--- src/rtl/sensor_mode_pkg.sv ---
// constants, enumerations and timing counts for the sensor channel mode control
package sensor_mode_pkg;
  localparam int CHANNELS       = 2;
  localparam int CLK_HZ         = 40_000_000;
  localparam int CLK_NS         = 25;
  // sync pulse widths, least times, so rounded up to whole cycles
  localparam int SYNC_SHORT_NS  = 3000;
  localparam int SYNC_LONG_NS   = 6000;
  localparam int SYNC_SHORT_CYC = (SYNC_SHORT_NS + CLK_NS - 1) / CLK_NS;
  localparam int SYNC_LONG_CYC  = (SYNC_LONG_NS + CLK_NS - 1) / CLK_NS;
  // automatic trigger period of the internal timer
  localparam int SYNC_PERIOD_US = 500;
  localparam int SYNC_PERIOD_CYC = SYNC_PERIOD_US * (CLK_HZ / 1_000_000);
  // line bit rate and frame length
  localparam int BIT_RATE_BPS   = 125_000;
  localparam int BIT_CYC        = CLK_HZ / BIT_RATE_BPS;
  localparam int FRAME_BITS     = 10;

  typedef enum logic [2:0] {
    OP_ENABLE,
    OP_TRIG_SRC,
    OP_DL_METHOD,
    OP_SPI_TRIG,
    OP_DL_BIT
  } cmd_op_t;

  typedef enum logic [1:0] {
    SRC_NONE,
    SRC_SPI,
    SRC_PIN,
    SRC_TIMER
  } trig_src_t;

  typedef enum logic [0:0] {
    DEC_IDLE,
    DEC_BITS
  } dec_st_t;
endpackage

--- src/rtl/sensor_channel_mode_control.sv ---
// two-channel sensor line mode, trigger and downlink control
`timescale 1ns/1ps
module sensor_channel_mode_control
  import sensor_mode_pkg::*;
#(
  parameter int SYNC_PERIOD = SYNC_PERIOD_CYC,
  parameter int FB          = FRAME_BITS
) (
  input  wire logic                         CLOCK,
  input  wire logic                         RESET,
  input  wire logic                         MODE_SEL,
  input  wire logic                         CMD_VALID,
  input  wire logic                         CMD_CHAN,
  input  cmd_op_t                           CMD_OP,
  input  wire logic [1:0]                   CMD_DATA,
  input  wire logic [CHANNELS-1:0]          SYNC_PIN,
  input  wire logic [CHANNELS-1:0]          RX_LINE,
  input  wire logic [CHANNELS-1:0]          FRAME_READ,
  output logic      [CHANNELS-1:0]          CHAN_ACTIVE,
  output logic      [CHANNELS-1:0]          SYNC_SUPPLY_EN,
  output logic      [CHANNELS-1:0]          SYNC_PULSE,
  output logic      [CHANNELS-1:0]          DOUT,
  output logic      [CHANNELS-1:0]          FRAME_VALID,
  output logic      [CHANNELS-1:0]          FRAME_OVERRUN,
  output logic      [CHANNELS-1:0][FB-1:0]  FRAME_DATA
);
  localparam int TW = $clog2(SYNC_PERIOD);
  localparam int PW = $clog2(SYNC_LONG_CYC);
  localparam int BW = $clog2(BIT_CYC);
  localparam int NW = $clog2(FB);
  localparam logic [TW-1:0] TMR_LAST  = TW'(SYNC_PERIOD - 1);
  localparam logic [PW-1:0] SHORT_LEN = PW'(SYNC_SHORT_CYC - 1);
  localparam logic [PW-1:0] LONG_LEN  = PW'(SYNC_LONG_CYC - 1);
  localparam logic [BW-1:0] BIT_LAST  = BW'(BIT_CYC - 1);
  localparam logic [BW-1:0] BIT_HALF  = BW'(BIT_CYC / 2);
  localparam logic [NW-1:0] FB_LAST   = NW'(FB - 1);

  typedef struct packed {
    logic      [CHANNELS-1:0]          en;
    trig_src_t [CHANNELS-1:0]          src;
    logic      [CHANNELS-1:0]          dl_mask;
    logic      [CHANNELS-1:0]          dl_pend;
    logic      [CHANNELS-1:0]          dl_bit;
    logic      [CHANNELS-1:0][2:0]     pin_s;
    logic      [CHANNELS-1:0][2:0]     rx_s;
    logic      [CHANNELS-1:0][TW-1:0]  tmr;
    logic      [CHANNELS-1:0][PW-1:0]  pcnt;
    logic      [CHANNELS-1:0]          pulse;
    logic      [CHANNELS-1:0]          supply;
    dec_st_t   [CHANNELS-1:0]          dst;
    logic      [CHANNELS-1:0][BW-1:0]  bcnt;
    logic      [CHANNELS-1:0][BW-1:0]  h1;
    logic      [CHANNELS-1:0][BW-1:0]  h2;
    logic      [CHANNELS-1:0][NW-1:0]  nbits;
    logic      [CHANNELS-1:0][FB-1:0]  shf;
    logic      [CHANNELS-1:0][FB-1:0]  fdata;
    logic      [CHANNELS-1:0]          fval;
    logic      [CHANNELS-1:0]          ovr;
    logic      [CHANNELS-1:0]          dout;
  } state_t;

  state_t state_r;
  state_t state_nxt;

  always_comb begin
    logic trig;
    logic rx;
    logic bitv;
    logic [BW-1:0] h1v;
    logic [BW-1:0] h2v;
    trig = 1'b0;
    rx = 1'b0;
    bitv = 1'b0;
    h1v = '0;
    h2v = '0;
    state_nxt = state_r;
    for (int c = 0; c < CHANNELS; c++) begin
      trig = 1'b0;
      // first stage feeds only the second; logic reads stage two and three
      state_nxt.rx_s[c] = {state_r.rx_s[c][1:0], RX_LINE[c]};
      state_nxt.pin_s[c] = {state_r.pin_s[c][1:0], SYNC_PIN[c]};
      rx = state_r.rx_s[c][2];
      // per-channel settings, one command addresses one channel only
      if (CMD_VALID && (CMD_CHAN == 1'(c))) begin
        case (CMD_OP)
          OP_ENABLE:    state_nxt.en[c] = CMD_DATA[0];
          OP_TRIG_SRC:  state_nxt.src[c] = trig_src_t'(CMD_DATA);
          OP_DL_METHOD: state_nxt.dl_mask[c] = CMD_DATA[0];
          OP_SPI_TRIG:  trig = (state_r.src[c] == SRC_SPI);
          OP_DL_BIT: begin
            state_nxt.dl_bit[c] = CMD_DATA[0];
            state_nxt.dl_pend[c] = 1'b1;
          end
          default: ;
        endcase
      end
      if (state_r.src[c] == SRC_PIN && state_r.pin_s[c][1] && !state_r.pin_s[c][2]) begin
        trig = 1'b1;
      end
      // timer runs only while it is the chosen source, so it restarts cleanly
      if (state_r.en[c] && state_r.src[c] == SRC_TIMER) begin
        state_nxt.tmr[c] = (state_r.tmr[c] == TMR_LAST) ? '0 : state_r.tmr[c] + 1'b1;
        trig = trig | (state_r.tmr[c] == TMR_LAST);
      end else begin
        state_nxt.tmr[c] = '0;
      end
      state_nxt.supply[c] = state_r.en[c] && (state_r.src[c] != SRC_NONE);
      // triggers during a running pulse are dropped
      if (state_r.pulse[c]) begin
        if (state_r.pcnt[c] == '0) state_nxt.pulse[c] = 1'b0;
        else state_nxt.pcnt[c] = state_r.pcnt[c] - 1'b1;
      end else if (trig && state_r.supply[c]) begin
        state_nxt.dl_pend[c] = 1'b0;
        if (!state_r.dl_pend[c]) begin
          state_nxt.pulse[c] = 1'b1;
          state_nxt.pcnt[c] = SHORT_LEN;
        end else if (state_r.dl_mask[c]) begin
          state_nxt.pulse[c] = !state_r.dl_bit[c];
          state_nxt.pcnt[c] = SHORT_LEN;
        end else begin
          state_nxt.pulse[c] = 1'b1;
          state_nxt.pcnt[c] = state_r.dl_bit[c] ? LONG_LEN : SHORT_LEN;
        end
      end
      if (!state_r.en[c]) state_nxt.pulse[c] = 1'b0;
      // raw mode: line bits straight out, host does all checking
      state_nxt.dout[c] = MODE_SEL && state_r.en[c] && rx;
      // host read clears first so a frame landing in the same cycle wins
      if (FRAME_READ[c]) begin
        state_nxt.fval[c] = 1'b0;
        state_nxt.ovr[c] = 1'b0;
      end
      if (!MODE_SEL && state_r.en[c]) begin
        case (state_r.dst[c])
          DEC_IDLE: begin
            if (rx) begin
              state_nxt.dst[c] = DEC_BITS;
              state_nxt.bcnt[c] = '0;
              state_nxt.h1[c] = '0;
              state_nxt.h2[c] = '0;
              state_nxt.nbits[c] = '0;
            end
          end
          DEC_BITS: begin
            // half-bit majority vote tolerates duty distortion of the line
            h1v = state_r.h1[c] + BW'(rx && state_r.bcnt[c] < BIT_HALF);
            h2v = state_r.h2[c] + BW'(rx && state_r.bcnt[c] >= BIT_HALF);
            state_nxt.h1[c] = h1v;
            state_nxt.h2[c] = h2v;
            state_nxt.bcnt[c] = state_r.bcnt[c] + 1'b1;
            if (state_r.bcnt[c] == BIT_LAST) begin
              bitv = (h2v > h1v);
              state_nxt.shf[c] = {state_r.shf[c][FB-2:0], bitv};
              state_nxt.bcnt[c] = '0;
              state_nxt.h1[c] = '0;
              state_nxt.h2[c] = '0;
              state_nxt.nbits[c] = state_r.nbits[c] + 1'b1;
              if (state_r.nbits[c] == FB_LAST) begin
                state_nxt.fdata[c] = {state_r.shf[c][FB-2:0], bitv};
                state_nxt.fval[c] = 1'b1;
                state_nxt.ovr[c] = state_r.fval[c] && !FRAME_READ[c];
                state_nxt.dst[c] = DEC_IDLE;
              end
            end
          end
          default: state_nxt.dst[c] = DEC_IDLE;
        endcase
      end else begin
        state_nxt.dst[c] = DEC_IDLE;
      end
    end
  end

  always_ff @(posedge CLOCK) begin
    if (RESET) begin
      state_r <= '0;
    end else begin
      state_r <= state_nxt;
    end
  end

  assign CHAN_ACTIVE    = state_r.en;
  assign SYNC_SUPPLY_EN = state_r.supply;
  assign SYNC_PULSE     = state_r.pulse;
  assign DOUT           = state_r.dout;
  assign FRAME_VALID    = state_r.fval;
  assign FRAME_OVERRUN  = state_r.ovr;
  assign FRAME_DATA     = state_r.fdata;

  for (genvar g = 0; g < CHANNELS; g++) begin : g_chk
    logic [PW:0] hc_r;
    always_ff @(posedge CLOCK) begin
      if (RESET) hc_r <= '0;
      else hc_r <= SYNC_PULSE[g] ? hc_r + 1'b1 : '0;
    end

  end
endmodule

--- config.mk ---
export PLATFORM = sky130hd
export DESIGN_NAME = sensor_channel_mode_control
export DESIGN_NICKNAME = d
export VERILOG_FILES = /design/src/rtl/sensor_mode_pkg.sv /design/src/rtl/sensor_channel_mode_control.sv
export SDC_FILE = /design/constraint.sdc
export NUM_CORES = 1
export LEC_CHECK = 0
export ABC_CLOCK_PERIOD_IN_PS = 5500
export BUFFER_PORTS_ARGS = -buffer_cell sky130_fd_sc_hd__clkbuf_2
export CORE_ASPECT_RATIO = 0.75
export CORE_MARGIN = 3
export CORE_UTILIZATION = 35
export DETAILED_ROUTE_END_ITERATION = 6
export HOLD_SLACK_MARGIN = 0.12
export PLACE_DENSITY = 0.58
export SLEW_MARGIN = 30
export SYNTH_ARGS = -nofsm -noshare
export SYNTH_HDL_FRONTEND = slang
export SYNTH_SLANG_ARGS = --single-unit
--- constraint.sdc ---
create_clock -name CLOCK -period 5.5 [get_ports CLOCK]
set_input_delay 1.1 -clock CLOCK [delete_from_list [all_inputs] [get_ports CLOCK]]
set_output_delay 1.1 -clock CLOCK [all_outputs]
set_load 0.05 [all_outputs]
---- Yosys cells after proc, flatten, opt, wreduce, memory -nomap -nowiden ----
Cells that the tools add are included.
operators by class
  add/sub/neg operators ................... 12
  order comparisons ....................... 6
  eq/ne operators ......................... 22
  muxes and demuxes ....................... 86
  bitwise logic cells ..................... 11
  reduce and logical (&&, ||, !) cells .... 62
operator list
  cell                                                        count
  one-hot mux 9 bit (2 select lines)                          6
  2-to-1 mux 8 bit                                            12
  2-to-1 mux 9 bit                                            8
  2-to-1 mux 1 bit                                            52
  adder 9 x 1 -> 9 bit                                        4
  adder 15 x 1 -> 15 bit, second input constant               2
  == test 15 bit, second input constant                       2
  logical AND 1 bit                                           24
  AND reduction 2 bit                                         12
  adder 9 x 1 -> 9 bit, second input constant                 2
  == test 9 bit, second input constant                        2
  >= comparator 9 x 8 -> 1 bit, second input constant         2
  > comparator 9 bit                                          2
  less-than comparator 9 x 8 -> 1 bit, second input constant  2
  zero test 8 bit                                             2
  2-to-1 mux 4 bit                                            4
  one-hot mux 4 bit (2 select lines)                          2
  subtractor 8 x 1 -> 8 bit, second input constant            2
  AND reduction 3 bit                                         4
  inverter 1 bit                                              9
  adder 4 x 1 -> 4 bit, second input constant                 2
  == test 2 bit, second input constant                        4
  == test 4 bit, second input constant                        2
  inequality test 2 bit, second input constant                4
  13 further kinds                                            32
word-level totals
  register bits after elaboration ......... 182
  input port bits ......................... 16
  output and inout port bits .............. 32
  logic and storage cells ................. 236

---- Depth between registers and ports, before layout ----
  word-level depth ........................ 9
  mapped depth ............................ 14
  gate-level depth less buffers ........... 14

---- Least setup slack after synthesis ----
No wires, ideal clock.
  path type ............................... register -> register
  from .................................... reg state_r[105] (netlist name)
  to ...................................... reg state_r[36] (netlist name)
  library setup time ...................... 0.126 ns
  arrival time ............................ 2.623 ns
  required time ........................... 5.374 ns
  path slack .............................. 2.751 ns
  stages on the path, launching flop included .. 15
  buffers on the path ..................... 0
  clock period less this slack ............ 2.749 ns
  cell sequence ........................... dfxtp_1 > o21a_1 > nor2_1 > and2_1 > ha_1 > ha_1 > and3_1 > nand3_1 > xor2_1 > ha_1 > a211o_1 > a21oi_1 > o21ai_0 > o21ai_0 > mux2i_1
on the way
  word-level cells in the longest chain between the ends .. 4
  elaborated cells between the ends (all ways) .. 9
  those cells by class .................... 2 x add/sub; 3 x order compare; 1 x eq/ne; 3 x reduce/logical
RTL lines
  what                                                                                 RTL line                                                                RTL
  start, declared                                                                      sensor_channel_mode_control.sv:62                                       state_t state_r;
  start signal, assigned                                                               sensor_channel_mode_control.sv:178                                      state_r <= state_nxt;
  >= comparator 9 x 8 -> 1 bit or less-than comparator 9 x 8 -> 1 bit (tied branches)  sensor_channel_mode_control.sv:147, sensor_channel_mode_control.sv:146
  logical AND 1 bit (on tied branches)                                                 sensor_channel_mode_control.sv:147, sensor_channel_mode_control.sv:146
  adder 9 x 1 -> 9 bit (on tied branches)                                              sensor_channel_mode_control.sv:147, sensor_channel_mode_control.sv:146
  > comparator 9 bit                                                                   sensor_channel_mode_control.sv:152                                      bitv = (h2v > h1v);
Parallel ways exist; a longest one is shown, timed or not.
A chain may end at the register's enable or synchronous reset.

---- Worst setup path in the final report ----
  from .................................... reg state_r[105] (netlist name)
  to ...................................... reg state_r, in the netlist FRAME_DATA[10]
Same word-level chain as after synthesis.

==> impl_metrics.py <==
metrics = {
    "finish": {
        "mostFrequentLayoutCell": "dfxtp_1",
        "fin_nets": 1062,
        "final_cell_mix": "dfxtp_1 (182), nor2_1 (148), nand2_1 (75)",
        "diodes": 0,
        "area_growth_pct": 9.163,
        "drive_above_1_share_pct": 10.40,
        "instances_no_fill": 1357,
    },
    "setup_path": {
        "crit_path_start_kind": "register",
        "end_kind": "register",
        "reg2regPathDepth": 14,
        "worstPathMaxFanout": 7,
        "arrival_ns": 3.44,
        "worst_ep_required_time_ns": 5.79,
        "timing.rr.end": "FRAME_DATA[10]",
        "r2r_slack_ns": 2.35,
        "critical_path_class": "register to register",
        "rr_startpoint": "state_r[105]",
    },
    "yosys": {
        "seq_area_frac_synth_pct": 40.61,
        "avgSynthCellArea_um2": 8.839,
        "synth_edf_count": 0,
        "synth_area_um2": 8971,
        "ys_ff_latch": 182,
        "async_flop_share_pct": 0,
        "synth.distinct_cells": 66,
        "ys_warn_count": 0,
        "syn_nets": 1069,
        "synth_cells": 1015,
        "ys.flop_type": "dfxtp_1",
    },
    "clock_network": {
        "worstSkewPairLatency_ns": 0.43,
        "post_cts_resized": 0,
        "cts_buffer_depth": 2,
        "cts_buffers": 17,
        "clk_pin_slew_ns": 0.06,
        "hold_buffers": 0,
        "cts_root_buffer": "clkbuf_16",
        "clkSinkCount": 182,
        "cts_tree": "done",
        "post_cts_buffers": 0,
        "htree_levels": 4,
    },
    "timing": {
        "fin_setup_tns_ns": 0,
        "fmax_ghz": 0.3172,
        "clock-skew-final_ns": 0.009016,
        "fin_crit_sh_pct": 57.32,
        "finalSetupViolations": 0,
        "final_hold_viol_count": 0,
        "min_period_ns": 3.153,
        "relSlewSlack_pct": 38.88,
        "slew_viol_final": 0,
        "worstMarginPinSlew_ns": 0.9143,
        "rsz0062_at_grt": "false",
    },
    "worst_hold_path": {
        "hp-class": "register to register",
        "holdPathEnd": "state_nxt[162]",
        "hp-start": "state_nxt[161]",
        "whs_path_depth": 1,
    },
    "placement": {
        "gp_congestion": 0.8072,
        "dpl.hpwl_mm": 12.41,
        "buffer_ports.inserted": 47,
        "place_inst": 1325,
    },
    "die": {
        "core-area_um2": 25090,
        "dieWidth_um": 190.9,
        "num_rows": 50,
        "die_area_um2": 27610,
        "pin_count": 48,
        "dieHeight_um": 144.7,
        "start_util_pct": 35.76,
    },
    "route": {
        "vias_per_cell": 5.033,
        "totalWireLength_mm": 18.59,
        "wl_per_cell_um": 13.70,
        "postRouteAntennaNets": 0,
        "vias": 6830,
        "firstDrtPassIters": 4,
        "drc_errors": 0,
        "drt_iter0_markers": 426,
    },
    "global_routing": {
        "grt_first_pass_wirelength_mm": 31.35,
        "antenna_found_initial": 0,
        "grt_max_degree": 118,
        "grt-ovfl-total": 0,
        "first_global_vias": 6244,
        "grt_usage_pct": 13.87,
    },
    "pwr": {
        "ir_worst_vdd_v": 0.0002370,
        "leakagePower_nw": 3.649,
        "powerDensity_nw_per_um2": 256.6,
    },
    "run_status": {
        "outcome": "finished clean",
    },
    "job": {
        "cap_violations": 0,
    },
}
==> stage by stage <==
stage          util, %  worst slack, ns  area (µm²)  hold slack [ns]  total power [W]
2_1_floorplan        -            2.751        8971           0.4138         0.001384
3_3_place_gp     36.71            2.464        9210           0.4147         0.001402
3_5_place_dp     36.81            2.392        9235           0.4313         0.001402
4_1_cts          38.98            2.358        9778           0.4465         0.002551
5_1_grt          39.04            2.031        9793           0.4629         0.002611
6_report         39.04            2.347        9793           0.4397         0.002513
==> power by group <==
part	leakage [nW]	switching, W	internal, W
Sequential	1.47	0.00000357	0.00132
Combinational	1.93	0.0000317	0.0000144
Clock	0.255	0.000498	0.000643
==> worst max path at each step <==
stage                     slack [ns]          from             end  depth (start not counted)
after floorplan                 2.75  state_r[105]     state_r[36]                         14
after global placement          2.46  state_r[105]     state_r[36]                         14
after detailed placement        2.39  state_r[105]     state_r[36]                         14
after CTS                       2.36  state_r[105]  FRAME_DATA[10]                         14
after global routing            2.03  state_r[105]  FRAME_DATA[10]                         14
final                           2.35  state_r[105]  FRAME_DATA[10]                         14
==> cell usage after synthesis, types with 26 or more instances <==
master,number,area [µm²]
dfxtp_1,182,3643
nor2_1,149,559.3
nand2_1,75,281.5
mux2i_1,45,450.4
nand3_1,44,220.2
a21oi_1,43,215.2
nor3_1,41,205.2
ha_1,38,475.5
xor2_1,37,324.1
buf_4,33,247.7
clkbuf_1,29,108.9
a311oi_1,26,227.7
xnor2_1,26,227.7
==> worst max-delay path, cell delays in order, from the launching register on <==
cell,delay (ns)
dfxtp_1,0.37
o21a_1,0.19
nor2_1,0.12
and2_1,0.15
ha_1,0.19
ha_1,0.25
and3_1,0.24
nand3_1,0.14
xor2_1,0.18
ha_1,0.32
a211o_1,0.30
a21oi_1,0.11
o21ai_0,0.10
o21ai_0,0.24
o21ai_0,0.13
==> final cells by class <==
| cell class | count | area [µm²] |
|---|---|---|
| Tap cell | 338 | 422.9 |
| Clock inverter | 7 | 75.07 |
| Fill cell | 2510 | 15290 |
| Multi-Input combinational cell | 732 | 4813 |
| Inverter | 24 | 90.09 |
| Clock buffer | 23 | 467.9 |
| Sequential cell | 182 | 3643 |
| Timing Repair Buffer | 51 | 280.3 |
==> cells by family (layout without fill, tap and decap cells) <==
logic type,after synthesis,count (layout),synth area share (%)
simple gates,431,431,24.52
flops,182,182,40.61
compound gates,155,155,12.38
buf+inv,101,105,6.011
xor+xnor,63,63,6.151
mux,45,45,5.021
fa+ha+maj,38,38,5.300
==> sequential cells by signal, indices dropped and copies added, names as in the netlist <==
name            cells
CHAN_ACTIVE         2
DOUT                2
state_r           142
SYNC_SUPPLY_EN      2
SYNC_PULSE          2
FRAME_DATA         20
FRAME_VALID         2
state_nxt           8
FRAME_OVERRUN       2
==> routing by layer <==
| metal | wire (µm) | track usage, % |
|---|---|---|
| met1 | 10040 | 20.38 |
| met2 | 7520 | 19.83 |
| met3 | 854 | 3.925 |
| met4 | 166 | 3.705 |
| met5 | 0 | 0 |
No activity file was read; power rests on OpenSTA's default activity.
